===== config.mk =====
export PLATFORM = sky130hd
export DESIGN_NAME = nested_interrupt_controller
export DESIGN_NICKNAME = d
export VERILOG_FILES = /design/src/rtl/nic_pkg.sv /design/src/rtl/nested_interrupt_controller.sv
export VERILOG_INCLUDE_DIRS = /design/src /design/src/rtl
export SDC_FILE = /design/constraint.sdc
export NUM_CORES = 1
export LEC_CHECK = 0
export ABC_AREA = 1
export BUFFER_PORTS_ARGS = -buffer_cell sky130_fd_sc_hd__clkbuf_2
export CAP_MARGIN = 20
export CELL_PAD_IN_SITES_DETAIL_PLACEMENT = 1
export CELL_PAD_IN_SITES_GLOBAL_PLACEMENT = 2
export CORE_MARGIN = 4
export CORE_UTILIZATION = 29
export DETAILED_ROUTE_END_ITERATION = 7
export HOLD_SLACK_MARGIN = 0.06
export PLACE_DENSITY = 0.86
export SLEW_MARGIN = 20
export SYNTH_ARGS = -nofsm -noshare
export SYNTH_HDL_FRONTEND = slang
export SYNTH_SLANG_ARGS = --single-unit

===== constraint.sdc =====
create_clock -name i_mclk -period 21.4 [get_ports i_mclk]
set_clock_uncertainty 0.1 [all_clocks]
set_input_delay 2.14 -clock i_mclk [delete_from_list [all_inputs] [get_ports i_mclk]]
set_output_delay 2.14 -clock i_mclk [all_outputs]
set_load 0.01 [all_outputs]

===== src/rtl/nic_defines.svh =====
// Constants of the nested interrupt controller: offsets, fields, resets, codes
`ifndef NIC_DEFINES_SVH
`define NIC_DEFINES_SVH

// ****************************************
// Register map (byte addresses, word aligned)
// ****************************************
`define ADDR_CC 6'h00
`define ADDR_PRIO0 6'h04
`define ADDR_PRIO1 6'h08
`define ADDR_PRIO2 6'h0c
`define ADDR_PRIO3 6'h10
`define ADDR_STATUS 6'h14
`define ADDR_ENABLE 6'h18
`define ADDR_HALTCAP 6'h1c
`define ADDR_SP 6'h20

// ****************************************
// Fields and codes
// ****************************************
`define CC_BIT_HI 5
`define CC_BIT_LO 3
`define CC_RESET 8'hea
`define PRIO_RESET 8'hff
`define PRIO3_RO_MASK 8'hf0
`define LVL0 2'b10
`define LVL1 2'b01
`define LVL2 2'b00
`define LVL3 2'b11
`define NUM_VEC 14
`define VEC_BASE 16'hffe0
`define VEC_TOP 16'hffff
`define VEC_RESET 16'hfffe
`define VEC_TRAP 16'hfffc
`define VEC_SLOT0 16'hfffa
`define HALTCAP_RESET 14'h20be
`define SP_RESET 8'hff

`endif


===== src/rtl/nic_pkg.sv =====
// Types shared by the nested interrupt controller
package nic_pkg;
    typedef struct packed {
        logic [5:0] address;
        logic read;
        logic write;
        logic [31:0] writedata;
    } avmm_req_type;

    typedef struct packed {
        logic [31:0] readdata;
        logic waitrequest;
    } avmm_rsp_type;

    // One-cycle pulses from the core's execution unit
    typedef struct packed {
        logic boundary;
        logic trap;
        logic return_from_interrupt;
        logic interrupt_enable_instr;
        logic interrupt_disable_instr;
        logic halt;
        logic wait_for_interrupt_instr;
        logic pop_cc;
        logic [7:0] pop_value;
    } core_evt_type;

    typedef enum logic [2:0] {
        ST_RUN,
        ST_PUSH,
        ST_LOAD,
        ST_POP,
        ST_WAIT,
        ST_HALT
    } state_type;
endpackage


===== src/rtl/nested_interrupt_controller.sv =====
// Nested interrupt controller: arbitration, entry, return and low-power wake
//
// Functional notes
// - Codes: level0 10, level1 01, level2 00, level3 11
// - Entry stacks context, loads priority, fetches vector
// - Return pops context, restoring previous priority field
// - Highest software priority, then highest hardware priority
// - Unique hardware order gives exactly one winner
// - Unserviced requests stay latched as pending
// - Reset, trap ignore field; force level three
// - Non-maskable sources wake from halt
// - Trap instruction raises trap through same flow
// - Maskable served only if enabled and strictly higher
// - Sixteen vectors FFE0h to FFFFh, four levels
// - Edge external requests latched, cleared on entry; wake
// - Shared external line pins combined by OR
// - Peripheral request needs flag and enable set
// - Flag-clearing sequence drops unserviced pending request
// - Any interrupt wakes wait; halt exit needs capability
// - Non-capable top request served right after first
// - Stack overflow is not detected or flagged
// - Condition code resets to 111x 1010
// - Enable, disable, halt, wait, return, pop change field
// - Vector priorities reset ones; level0 writes ignored
// - Enable instruction loads 10, disable loads 11
//
// Local design decisions: the placing of the registers and the Avalon-MM slave port.
`timescale 1ns/1ps
`include "nic_defines.svh"

module nested_interrupt_controller (
    input wire logic i_mclk,
    input wire logic i_rst_n,
    input wire nic_pkg::avmm_req_type i_avmm,
    output nic_pkg::avmm_rsp_type o_avmm,
    input wire nic_pkg::core_evt_type i_core,
    input wire logic [3:0] i_ext_pins [4],
    input wire logic [3:0] i_ext_sel [4],
    input wire logic [`NUM_VEC-1:0] i_periph_flag,
    input wire logic [`NUM_VEC-1:0] i_periph_en,
    input wire logic [`NUM_VEC-1:0] i_periph_clear,
    output logic o_irq_take,
    output logic [15:0] o_vector,
    output logic [7:0] o_cc,
    output logic o_stack_we,
    output logic [7:0] o_stack_addr,
    output logic [7:0] o_stack_wdata,
    input wire logic [7:0] i_stack_rdata,
    input wire logic [31:0] i_context,
    output logic [31:0] o_context,
    output logic o_restore,
    output logic o_core_stall
);
    // External lines map onto vectors 2..5
    localparam int EXT_BASE = 2;

    logic [7:0] cc_reg;
    logic [7:0] prio_reg [4];
    logic [`NUM_VEC-1:0] pend_reg;
    logic [`NUM_VEC-1:0] halt_cap_reg;
    logic [7:0] sp_reg;
    logic [31:0] ctx_reg;
    logic [2:0] cnt_reg;
    logic first_halt_reg;
    logic [3:0] sel_vec_reg;
    logic sel_nmi_reg;
    nic_pkg::state_type state_reg;
    logic [3:0] ext_s1_reg [4];
    logic [3:0] ext_s2_reg [4];
    logic [3:0] ext_prev_reg;
    logic [3:0] ext_line;
    logic [3:0] ext_rise;
    logic [`NUM_VEC-1:0] req;
    logic [`NUM_VEC-1:0] eligible;
    logic win_any;
    logic [3:0] win_idx;
    logic [1:0] cur_field;

    // ****************************************
    // Helper functions
    // ****************************************
    // Code to a rank 0..3
    function automatic logic [1:0] rank(input logic [1:0] code);
        case (code)
            `LVL0: rank = 2'd0;
            `LVL1: rank = 2'd1;
            `LVL2: rank = 2'd2;
            default: rank = 2'd3;
        endcase
    endfunction

    function automatic logic [1:0] vec_prio(input logic [3:0] idx, input logic [7:0] r [4]);
        logic [7:0] b;
        b = r[idx[3:2]];
        vec_prio = b[{idx[1:0], 1'b0} +: 2];
    endfunction

    // Level 0 code in a pair keeps the old pair
    function automatic logic [7:0] prio_merge(input logic [7:0] old_v, input logic [7:0] new_v);
        logic [7:0] m;
        m = new_v;
        for (int k = 0; k < 4; k++) begin
            if (new_v[2*k +: 2] == `LVL0) begin
                m[2*k +: 2] = old_v[2*k +: 2];
            end
        end
        prio_merge = m;
    endfunction

    assign cur_field = {cc_reg[`CC_BIT_HI], cc_reg[`CC_BIT_LO]};

    // ****************************************
    // Request sources
    // ****************************************
    always_ff @(posedge i_mclk or negedge i_rst_n) begin
        if (!i_rst_n) begin
            for (int g = 0; g < 4; g++) begin
                ext_s1_reg[g] <= 4'h0;
                ext_s2_reg[g] <= 4'h0;
            end
        end else begin
            for (int g = 0; g < 4; g++) begin
                ext_s1_reg[g] <= i_ext_pins[g];
                ext_s2_reg[g] <= ext_s1_reg[g];
            end
        end
    end

    always_comb begin
        for (int g = 0; g < 4; g++) begin
            ext_line[g] = |(ext_s2_reg[g] & i_ext_sel[g]);
        end
    end

    always_ff @(posedge i_mclk or negedge i_rst_n) begin
        if (!i_rst_n) begin
            ext_prev_reg <= 4'h0;
        end else begin
            ext_prev_reg <= ext_line;
        end
    end

    assign ext_rise = ext_line & ~ext_prev_reg;

    always_comb begin
        req = '0;
        for (int v = 1; v < `NUM_VEC; v++) begin
            req[v] = i_periph_flag[v] & i_periph_en[v];
        end
        for (int g = 0; g < 4; g++) begin
            req[EXT_BASE+g] = ext_rise[g];
        end
    end

    always_ff @(posedge i_mclk or negedge i_rst_n) begin
        if (!i_rst_n) begin
            pend_reg <= '0;
        end else begin
            for (int v = 0; v < `NUM_VEC; v++) begin
                if (req[v]) begin
                    pend_reg[v] <= 1'b1;
                end else if (i_periph_clear[v] && !(v >= EXT_BASE && v < EXT_BASE + 4)) begin
                    pend_reg[v] <= 1'b0;
                end else if (state_reg == nic_pkg::ST_LOAD && !sel_nmi_reg && sel_vec_reg == v[3:0]) begin
                    pend_reg[v] <= 1'b0;
                end
            end
        end
    end

    // ****************************************
    // Arbitration
    // ****************************************
    always_comb begin
        for (int v = 0; v < `NUM_VEC; v++) begin
            eligible[v] = pend_reg[v] && i_periph_en[v] &&
                          (rank(vec_prio(v[3:0], prio_reg)) > rank(cur_field));
            if (v >= EXT_BASE && v < EXT_BASE + 4) begin
                eligible[v] = pend_reg[v] && (rank(vec_prio(v[3:0], prio_reg)) > rank(cur_field));
            end
            // first after halt must be capable
            if (first_halt_reg && !halt_cap_reg[v]) begin
                eligible[v] = 1'b0;
            end
        end
        win_any = 1'b0;
        win_idx = 4'h0;
        for (int v = `NUM_VEC - 1; v >= 0; v--) begin
            if (eligible[v] && (!win_any ||
                rank(vec_prio(v[3:0], prio_reg)) >= rank(vec_prio(win_idx, prio_reg)))) begin
                win_any = 1'b1;
                win_idx = v[3:0];
            end
        end
    end

    // ****************************************
    // Service sequencer
    // ****************************************
    always_ff @(posedge i_mclk or negedge i_rst_n) begin
        if (!i_rst_n) begin
            state_reg <= nic_pkg::ST_RUN;
            cnt_reg <= 3'd0;
            sel_vec_reg <= 4'h0;
            sel_nmi_reg <= 1'b0;
            first_halt_reg <= 1'b0;
            ctx_reg <= '0;
        end else begin
            case (state_reg)
                nic_pkg::ST_RUN: begin
                    if (i_core.boundary) begin
                        cnt_reg <= 3'd0;
                        if (i_core.trap) begin
                            sel_nmi_reg <= 1'b1;
                            ctx_reg <= i_context;
                            state_reg <= nic_pkg::ST_PUSH;
                        end else if (i_core.return_from_interrupt) begin
                            state_reg <= nic_pkg::ST_POP;
                        end else if (win_any) begin
                            sel_nmi_reg <= 1'b0;
                            sel_vec_reg <= win_idx;
                            ctx_reg <= i_context;
                            state_reg <= nic_pkg::ST_PUSH;
                        end else if (i_core.halt) begin
                            state_reg <= nic_pkg::ST_HALT;
                        end else if (i_core.wait_for_interrupt_instr) begin
                            state_reg <= nic_pkg::ST_WAIT;
                        end
                    end
                end
                nic_pkg::ST_PUSH: begin
                    cnt_reg <= cnt_reg + 3'd1;
                    if (cnt_reg == 3'd4) begin
                        state_reg <= nic_pkg::ST_LOAD;
                    end
                end
                nic_pkg::ST_LOAD: begin
                    first_halt_reg <= 1'b0;
                    state_reg <= nic_pkg::ST_RUN;
                end
                nic_pkg::ST_POP: begin
                    cnt_reg <= cnt_reg + 3'd1;
                    ctx_reg <= {ctx_reg[23:0], i_stack_rdata};
                    if (cnt_reg == 3'd4) begin
                        state_reg <= nic_pkg::ST_RUN;
                    end
                end
                nic_pkg::ST_WAIT: begin
                    if (|pend_reg) begin
                        state_reg <= nic_pkg::ST_RUN;
                    end
                end
                nic_pkg::ST_HALT: begin
                    if (|(pend_reg & halt_cap_reg)) begin
                        first_halt_reg <= 1'b1;
                        state_reg <= nic_pkg::ST_RUN;
                    end
                end
                default: state_reg <= nic_pkg::ST_RUN;
            endcase
        end
    end

    // ****************************************
    // Condition code and stack pointer
    // ****************************************
    always_ff @(posedge i_mclk or negedge i_rst_n) begin
        if (!i_rst_n) begin
            cc_reg <= `CC_RESET;
        end else if (state_reg == nic_pkg::ST_LOAD) begin
            if (sel_nmi_reg) begin
                cc_reg[`CC_BIT_HI] <= 1'b1;
                cc_reg[`CC_BIT_LO] <= 1'b1;
            end else begin
                {cc_reg[`CC_BIT_HI], cc_reg[`CC_BIT_LO]} <= vec_prio(sel_vec_reg, prio_reg);
            end
        end else if (state_reg == nic_pkg::ST_POP && cnt_reg == 3'd0) begin
            cc_reg <= i_stack_rdata;
        end else if (avmm_wr(`ADDR_CC)) begin
            cc_reg <= i_avmm.writedata[7:0];
        end else if (state_reg == nic_pkg::ST_RUN && i_core.boundary && !i_core.trap) begin
            if (i_core.pop_cc) begin
                cc_reg <= i_core.pop_value;
            end else if (i_core.interrupt_enable_instr || i_core.halt || i_core.wait_for_interrupt_instr) begin
                {cc_reg[`CC_BIT_HI], cc_reg[`CC_BIT_LO]} <= `LVL0;
            end else if (i_core.interrupt_disable_instr) begin
                {cc_reg[`CC_BIT_HI], cc_reg[`CC_BIT_LO]} <= `LVL3;
            end
        end
    end

    always_ff @(posedge i_mclk or negedge i_rst_n) begin
        if (!i_rst_n) begin
            sp_reg <= `SP_RESET;
        end else if (state_reg == nic_pkg::ST_PUSH) begin
            sp_reg <= sp_reg - 8'h01;
        end else if (state_reg == nic_pkg::ST_POP) begin
            sp_reg <= sp_reg + 8'h01;
        end else if (avmm_wr(`ADDR_SP)) begin
            sp_reg <= i_avmm.writedata[7:0];
        end
    end

    // ****************************************
    // Register bus
    // ****************************************
    function automatic logic avmm_wr(input logic [5:0] a);
        avmm_wr = i_avmm.write && i_avmm.address == a;
    endfunction

    always_ff @(posedge i_mclk or negedge i_rst_n) begin
        if (!i_rst_n) begin
            for (int r = 0; r < 4; r++) begin
                prio_reg[r] <= `PRIO_RESET;
            end
        end else begin
            for (int r = 0; r < 4; r++) begin
                if (avmm_wr(6'(`ADDR_PRIO0 + 4 * r))) begin
                    prio_reg[r] <= prio_merge(prio_reg[r], i_avmm.writedata[7:0]) |
                                   (r == 3 ? `PRIO3_RO_MASK : 8'h00);
                end
            end
        end
    end

    always_ff @(posedge i_mclk or negedge i_rst_n) begin
        if (!i_rst_n) begin
            halt_cap_reg <= `HALTCAP_RESET;
        end else if (avmm_wr(`ADDR_HALTCAP)) begin
            halt_cap_reg <= i_avmm.writedata[`NUM_VEC-1:0];
        end
    end

    always_comb begin
        o_avmm.waitrequest = 1'b0;
        case (i_avmm.address)
            `ADDR_CC: o_avmm.readdata = {24'h0, cc_reg};
            `ADDR_PRIO0: o_avmm.readdata = {24'h0, prio_reg[0]};
            `ADDR_PRIO1: o_avmm.readdata = {24'h0, prio_reg[1]};
            `ADDR_PRIO2: o_avmm.readdata = {24'h0, prio_reg[2]};
            `ADDR_PRIO3: o_avmm.readdata = {24'h0, prio_reg[3]};
            `ADDR_STATUS: o_avmm.readdata = {18'h0, pend_reg};
            `ADDR_ENABLE: o_avmm.readdata = {18'h0, i_periph_en};
            `ADDR_HALTCAP: o_avmm.readdata = {18'h0, halt_cap_reg};
            `ADDR_SP: o_avmm.readdata = {24'h0, sp_reg};
            default: o_avmm.readdata = 32'h0;
        endcase
    end

    // ****************************************
    // Core side outputs
    // ****************************************
    // vectors from FFFAh down
    assign o_vector = sel_nmi_reg ? `VEC_TRAP : (`VEC_SLOT0 - {11'h0, sel_vec_reg, 1'b0});
    assign o_irq_take = (state_reg == nic_pkg::ST_LOAD);
    assign o_cc = cc_reg;
    assign o_stack_we = (state_reg == nic_pkg::ST_PUSH);
    assign o_stack_addr = (state_reg == nic_pkg::ST_POP) ? sp_reg + 8'h01 : sp_reg;
    // Pushes PC low, PC high, X, A, then CC
    always_comb begin
        case (cnt_reg)
            3'd0: o_stack_wdata = ctx_reg[7:0];
            3'd1: o_stack_wdata = ctx_reg[15:8];
            3'd2: o_stack_wdata = ctx_reg[23:16];
            3'd3: o_stack_wdata = ctx_reg[31:24];
            default: o_stack_wdata = cc_reg;
        endcase
    end
    assign o_context = ctx_reg;
    assign o_restore = (state_reg == nic_pkg::ST_POP && cnt_reg == 3'd4);
    assign o_core_stall = (state_reg != nic_pkg::ST_RUN);
endmodule


==> parameters.txt, run 1 <==
Parameter                              Value

Outcome
  Result of the run    finished clean

Synth
  Sequential-to-total area share from yosys stat    0.310
  Number of synthesized flops with an enable pin    0
  Post-synth top cells    sky130_fd_sc_hd__nand2_1, sky130_fd_sc_hd__inv_1, sky130_fd_sc_hd__o21ai_0
  Most used flip-flop cell after synthesis    sky130_fd_sc_hd__dfrtp_1
  Area share of the largest cell type after synthesis    0.208
  Share of flip-flops with an asynchronous set or reset    1.00
  Number of warning messages in the yosys log    0
  Synthesized flop and latch total    between 150 and 200
  Gate count after technology mapping    between 1500 and 2000
  Area contributors post-synth    sky130_fd_sc_hd__dfrtp_1, sky130_fd_sc_hd__nand2_1, sky130_fd_sc_hd__dfstp_2
  Cell accounting for the most synthesized area    sky130_fd_sc_hd__dfrtp_1
  Cell area after synthesis    between 0.01 and 0.015 mm^2
  Mean instance size in the synthesized netlist    7.06 um^2
  Count of distinct cell types in the synthesized netlist    60
  Most frequent cell after synthesis    sky130_fd_sc_hd__nand2_1

CTS
  Sink Count    151
  CTS tree    built
  Cell at the root of the clock tree    sky130_fd_sc_hd__clkbuf_16
  Clk Latency, worst-skew pair    between 0.4 and 0.5 ns
  Number of clock buffers inserted by TritonCTS    17
  CTS HTree Levels    4
  Post-CTS clock slew at the launch and capture registers of the worst setup and hold paths    approximately 0.080 ns
  Number of hold buffers added after CTS    0
  Number of buffers on the longest clock path    2

Placed design
  Sum of net half-perimeters after detailed placement    around 48000 um
  Final GP Congestion    between 0.9 and 1
  # port buffers    221
  Placed instance count    approximately 2600

Global routing
  Grt ovf    0
  Overall track demand over capacity in global routing    0.255
  Pin count of the biggest net entering global routing    84
  Vias in the first global route    roughly 15000
  Wire length of the first global-routing pass    91300 um
  Antenna violations before repair    3

STA
  Count of endpoints failing hold in the final timing report    0
  Maximum clock rate    a little under 50 MHz
  Max-Slew Margin vs Limit    0.260
  Post-route fraction of the period consumed by the critical path    0.945
  Number of max-slew violations in the final report    0
  Setup-failing EPs final    0
  Post-layout min period    20.23 ns
  Actual transition at the worst max-transition pin    roughly 1.1 ns
  Sum of negative setup slack    0 ns

Min path
  Cell depth of the worst min-delay path    0
  Worst Hold Launch    ext_s1_reg[6]
  End point of the most critical hold path    ext_s2_reg[6]
  Kind of path behind the tightest hold check    reg -> reg

Detailed routing
  Antenna violation net count after detailed routing    0
  Via count normalized by instance count    roughly 5.5
  Number of vias after detailed routing    14500
  Final routed wirelength across all metal layers    60900 um
  Number of search-and-repair iterations in the first detailed-routing pass    7
  Number of violations reported at the end of detailed-routing iteration 0    around 1000
  Drt wl/cell    about 23 um
  DRC violations left    0

Setup path
  Register-to-register setup slack    about 1.5 ns
  Critical path fanouts, max    21
  Launch point of the worst reg-to-reg path    o_cc[5]
  Slowest cell delay on critical path    about 0.31 ns
  Data required, critical path    21.61 ns
  Startpoint kind of the worst setup timing path    input port
  Critical Path Most Common Cell    sky130_fd_sc_hd__nand2_1
  Slowest cell on crit path    sky130_fd_sc_hd__ha_1
  Setup Crit Path Kind    in -> reg
  Endpoint of the worst register-to-register path    sel_vec_reg[0]
  Cell depth of the worst flop-to-flop path    roughly 140
  Endpoint arrival time on the critical path    20.44 ns
  CP Capture Type    flip-flop

Die
  Vertical die dimension    215 um
  Number of placement rows    between 70 and 80
  Die Wd    approximately 210 um
  Placeable Area    between 0.04 and 0.05 mm^2
  Top-level port count    ~280
  Effective utilization at floorplan    0.294
  Total die area    roughly 0.046 mm^2

Layout
  Fraction of layout instances using a drive strength above 1    0.275
  Count of non-filler cells in the finished layout    2663
  Post-synthesis to final-layout area growth    29.3%
  Fill cell count    between 5000 and 6000
  Post-layout utilization of the core    0.381
  Final nets    2367
  Number of flip-flops under the largest register name    32

Run
  # Max-Cap Violations    0
[final cells by class]
cell class	count	area [um^2]	area share
flip-flops and latches	151	3840	0.240
inverters	255	975	0.0609
clock buffers	17	425	0.0266
well taps	539	674	0.0421
clock inverters	15	178	0.0111
diodes	2	5.00	0.000313
multi-input cells	1308	7600	0.475
repair buffers	376	2310	0.145
[routing by layer]
metal / GRT usage / share of wire / up-vias
li1: - / - / 6643
met1: 0.320 / 0.41 / 7112
met2: 0.424 / 0.47 / 611
met3: 0.0563 / 0.073 / 146
met4: 0.109 / 0.046 / 4
met5: 0 / 0.00044 / -
[placed cells by master, fill, tap and decap left out, types with 30 or more instances in the layout]
master                     synthesis  final
sky130_fd_sc_hd__buf_4            31    147
sky130_fd_sc_hd__clkbuf_2          0    220
sky130_fd_sc_hd__inv_1           235    226
sky130_fd_sc_hd__o21ai_0         185    166
sky130_fd_sc_hd__conb_1            2     30
sky130_fd_sc_hd__ha_1             86     86
sky130_fd_sc_hd__nor2_1          115    113
sky130_fd_sc_hd__nand2_1         361    345
sky130_fd_sc_hd__o22ai_1          34     34
sky130_fd_sc_hd__nand3_1         109    105
sky130_fd_sc_hd__o21ai_1          31     48
sky130_fd_sc_hd__dfstp_2          48     48
sky130_fd_sc_hd__a21oi_1         121    107
sky130_fd_sc_hd__dfrtp_1         103    103
[timing repair]
item / 4_1_cts / 5_1_grt
cloned: 0 / 2
pin swaps: 1 / 44
setup buffers: 1 / 13
resized for setup: 2 / 101
endpoints found under the setup margin: 4 / 4
[worst max-delay path: cells and delay by family]
family | cells | cell delay, ns
buffers and inverters | 23 | 2.53
AOI/OAI and AO/OA | 47 | 5.95
xor gates and xnor gates | 8 | 1.21
and+or+nand+nor | 52 | 5.19
adders and majority gates | 12 | 3.36
[worst max path at each step]
stage,startpoint,endpoint,cells past startpoint
6_report,i_periph_en[13],sel_vec_reg[0],142
5_1_grt,i_periph_en[13],sel_vec_reg[0],146
4_1_cts,i_periph_en[13],sel_vec_reg[0],139
3_5_place_dp,i_periph_en[13],sel_vec_reg[0],137
3_3_place_gp,i_periph_en[13],sel_vec_reg[2],134
2_1_floorplan,i_periph_en[13],sel_vec_reg[0],137
[metrics by stage]
| step | area, um^2 | hold slack (ns) | worst slack, ns |
|---|---|---|---|
| global route | 16000 | 0.259 | -0.144 |
| finish | 16000 | 0.249 | 1.17 |
| CTS | 15600 | 0.252 | 0.0485 |
| global placement | 15000 | 0.233 | 0.0456 |
| floorplan | 12500 | 0.231 | 1.71 |
| detailed placement | 15000 | 0.236 | -0.494 |
[cell families after synthesis]
kind of cell               Yosys count  share of synthesized area
and+or+nand+nor                    690                      0.254
other                                2                   0.000607
muxes                                2                    0.00182
buffers and inverters              323                      0.109
adders and majority gates           86                     0.0869
AOI/OAI and AO/OA                  488                      0.230
xor gates and xnor gates            11                    0.00778
DFF                                151                      0.310
Power of run 1 is not shown: default switching activity piles up to over one toggle a cycle in this logic, so the estimate is an artifact.
==> run 2: changes to the inputs <==
ABC_AREA = 0   (was 1)
PLACE_DENSITY = 0.81   (was 0.86)
==> run 2 against run 1 <==
The flow now finishes with violations (setup timing). Clock-buffer cell count increased by 1. Register-to-register slack got worse by 2.4 ns. Synthesized cell count is 17% lower. Sequential share of layout area decreased by 1.1 points. Wire length shrank 0.33%. Hold slack got worse by 0.0067 ns. Setup slack got worse by 2.5 ns. Die area grew 1.9%. Final cell count is 9.9% lower. Highest routed layer unchanged.
==> parameters.txt, run 2 <==
Parameter                              Value

Global routing
  Grt ovf    0
  Most used routing layer in global routing    met2
  Met1 track demand over resource in global routing    0.305
  Overall track demand over capacity in global routing    0.249
  Wire length of the first global-routing pass    approximately 90000 um
  Antenna violations before repair    1
  Global routing usage on met3    0.0571
  Met2 routing resource usage after global routing    0.424
  Vias in the first global route    about 14000
  Pin count of the biggest net entering global routing    100

Synth
  Number of synthesized flops with an enable pin    0
  Post-synth top cells    sky130_fd_sc_hd__nand2_1, sky130_fd_sc_hd__nor2_1, sky130_fd_sc_hd__dfrtp_1
  Share of flip-flops with an asynchronous set or reset    1.00
  Compound-Gate Fraction of Synth Area    0.271
  Cell accounting for the most synthesized area    sky130_fd_sc_hd__dfrtp_1
  Multiplexer fraction of the synthesized cell area    0.0804
  Most used flip-flop cell after synthesis    sky130_fd_sc_hd__dfrtp_1
  Mean instance size in the synthesized netlist    ~8.6 um^2
  Count of distinct cell types in the synthesized netlist    104
  Number of warning messages in the yosys log    0
  Dominant combinational cell family by area after synthesis    compound AO/OA/AOI/OAI gates
  Area share of and/or/nand/nor cells after synthesis    0.184
  Synthesized flop and latch total    151
  Sequential-to-total area share from yosys stat    0.304
  Gate count after technology mapping    about 1500
  Most frequent cell after synthesis    sky130_fd_sc_hd__nand2_1
  Cell area after synthesis    approximately 0.013 mm^2
  Area share of the largest cell type after synthesis    0.204
  Adder-cell share of the synthesized area    0.0852
  Area contributors post-synth    sky130_fd_sc_hd__dfrtp_1, sky130_fd_sc_hd__dfstp_2, sky130_fd_sc_hd__ha_1
  Post-Synth XOR/XNOR Area    0.0153

Detailed routing
  Number of violations reported at the end of detailed-routing iteration 0    roughly 1100
  Antenna violation net count after detailed routing    0
  DRC violations left    0
  Number of vias after detailed routing    13800
  Via count normalized by instance count    around 5.7
  Drt wl/cell    between 20 and 30 um
  Final routed wirelength across all metal layers    a little over 60000 um
  Number of search-and-repair iterations in the first detailed-routing pass    5

STA
  Max-Slew Margin vs Limit    0.237
  Final critical-path setup slack    -1.31 ns
  Actual transition at the worst max-transition pin    between 1 and 1.5 ns
  Setup-failing EPs final    4
  Final hold slack    roughly 0.24 ns
  Number of max-slew violations in the final report    0
  Count of endpoints failing hold in the final timing report    0
  RSZ-0062 raised after global routing    true
  Sum of negative setup slack    -5.06 ns
  Maximum clock rate    between 40 and 50 MHz
  Post-route fraction of the period consumed by the critical path    1.06
  Post-layout min period    between 20 and 25 ns

Layout
  Final nets    between 2000 and 2500
  Post-route cell area    between 0.015 and 0.02 mm^2
  Post-synthesis to final-layout area growth    32.9%
  Commonest non-fill, non-tap cell in the layout    sky130_fd_sc_hd__clkbuf_2
  Antenna diode count    0
  Number of flip-flops under the largest register name    32
  Commonest non-fill, non-tap cells in the layout    sky130_fd_sc_hd__clkbuf_2, sky130_fd_sc_hd__buf_4, sky130_fd_sc_hd__nand2_1
  Fraction of layout instances using a drive strength above 1    0.376
  Fill cell count    around 5000

Setup path
  Critical path fanouts, max    7
  Endpoint arrival time on the critical path    ~23 ns
  Critical path's top delay family    compound AO/OA/AOI/OAI gates
  Startpoint kind of the worst setup timing path    input port
  Slowest cell on crit path    sky130_fd_sc_hd__or4_4
  Setup Crit Path Kind    in -> reg
  Buffer and inverter count on the worst path    10
  Slowest cell delay on critical path    0.51 ns
  CP Capture Type    flip-flop
  Data required, critical path    around 22 ns

CTS
  Post-CTS clock slew at the launch and capture registers of the worst setup and hold paths    0.07 ns
  Sink Count    approximately 150
  Number of hold buffers added after CTS    0
  CTS tree    built
  CTS HTree Levels    4
  Number of buffers on the longest clock path    2
  Number of clock buffers inserted by TritonCTS    17
  Cell at the root of the clock tree    sky130_fd_sc_hd__clkbuf_16
  Clk Latency, worst-skew pair    0.44 ns

Outcome
  Failing checks    setup timing
  Result of the run    complete, but fails checks

Run
  # Max-Cap Violations    0

Placed design
  Final GP Congestion    roughly 0.94
  Sum of net half-perimeters after detailed placement    between 40000 and 50000 um
  Cell Area, Placed    0.0153 mm^2
  # port buffers    roughly 220

Min path
  Kind of path behind the tightest hold check    reg -> reg

Die
  Number of placement rows    between 70 and 80
  Vertical die dimension    217 um
  Placeable Area    around 0.043 mm^2
  Top-level port count    281
  Total die area    approximately 0.047 mm^2
  Die Wd    around 220 um
  Effective utilization at floorplan    0.293
## run 2: changes by cell type after synthesis, sizes merged, moves of 20 or more
| cell | change |
|---|---|
| nand2 | -218 |
| inv | -206 |
| o21ai | -118 |
| nand3 | -85 |
| mux2i | +53 |
| clkbuf | +42 |
| nand2b | +36 |
| mux2 | +33 |
| a21oi | -30 |
| a22oi | +27 |
| nor2b | +20 |
## run 2: timing repair
item                                    in CTS  in global routing
buffers inserted                            24                 14
pin swaps                                   70                 74
resized for setup                           62                 51
gates cloned                                 1                  0
endpoints found under the setup margin       4                  4
## run 2: cell type report
type | instances | area, um^2 | area share
sequential | 151 | 3840 | 0.229
multi-input combinational | 1183 | 8900 | 0.530
tap | 585 | 732 | 0.0436
inverter | 41 | 154 | 0.00917
timing repair buffer | 408 | 2560 | 0.153
clock inverter | 14 | 165 | 0.00984
clock buffer | 18 | 429 | 0.0256
## run 2: final timing paths
check,depth (start not counted),start,slack [ns],end
hold / removal,0,ext_s1_reg[13],0.24,ext_s2_reg[13]
setup reg to reg,118,o_cc[5],-0.91,sel_vec_reg[0]
hold reg to reg,0,ext_s1_reg[13],0.24,ext_s2_reg[13]
max in group asynchronous,2,i_rst_n,18.26,state_reg[0]
min in group asynchronous,1,i_rst_n,1.66,o_context[17]
setup / recovery,115,i_periph_en[13],-1.31,sel_vec_reg[0]
## run 2: through the flow
stage	setup slack (ns)	utilization	instances
2_1_floorplan	-0.528	-	1490
3_3_place_gp	-1.54	0.356	2329
3_5_place_dp	-2.17	0.356	2330
4_1_cts	-0.884	0.381	2386
5_1_grt	-2.19	0.390	2400
6_report	-1.31	0.390	2400
## run 2: kinds of logic (layout without fill, tap and decap cells)
family | after synthesis | after routing
AOI/OAI and AO/OA | 458 | 459
muxes | 92 | 92
DFF | 151 | 151
buffers and inverters | 157 | 481
other | 2 | 30
adders and majority gates | 86 | 86
and+or+nand+nor | 494 | 494
xor gates and xnor gates | 22 | 22
## run 2: metal layers
metal	routed length, um	up-vias
met2	28900	622
met1	24300	6888
met3	4820	159
met5	13	-
li1	-	6079
met4	2710	2
Power of run 2 is left out for the same reason.
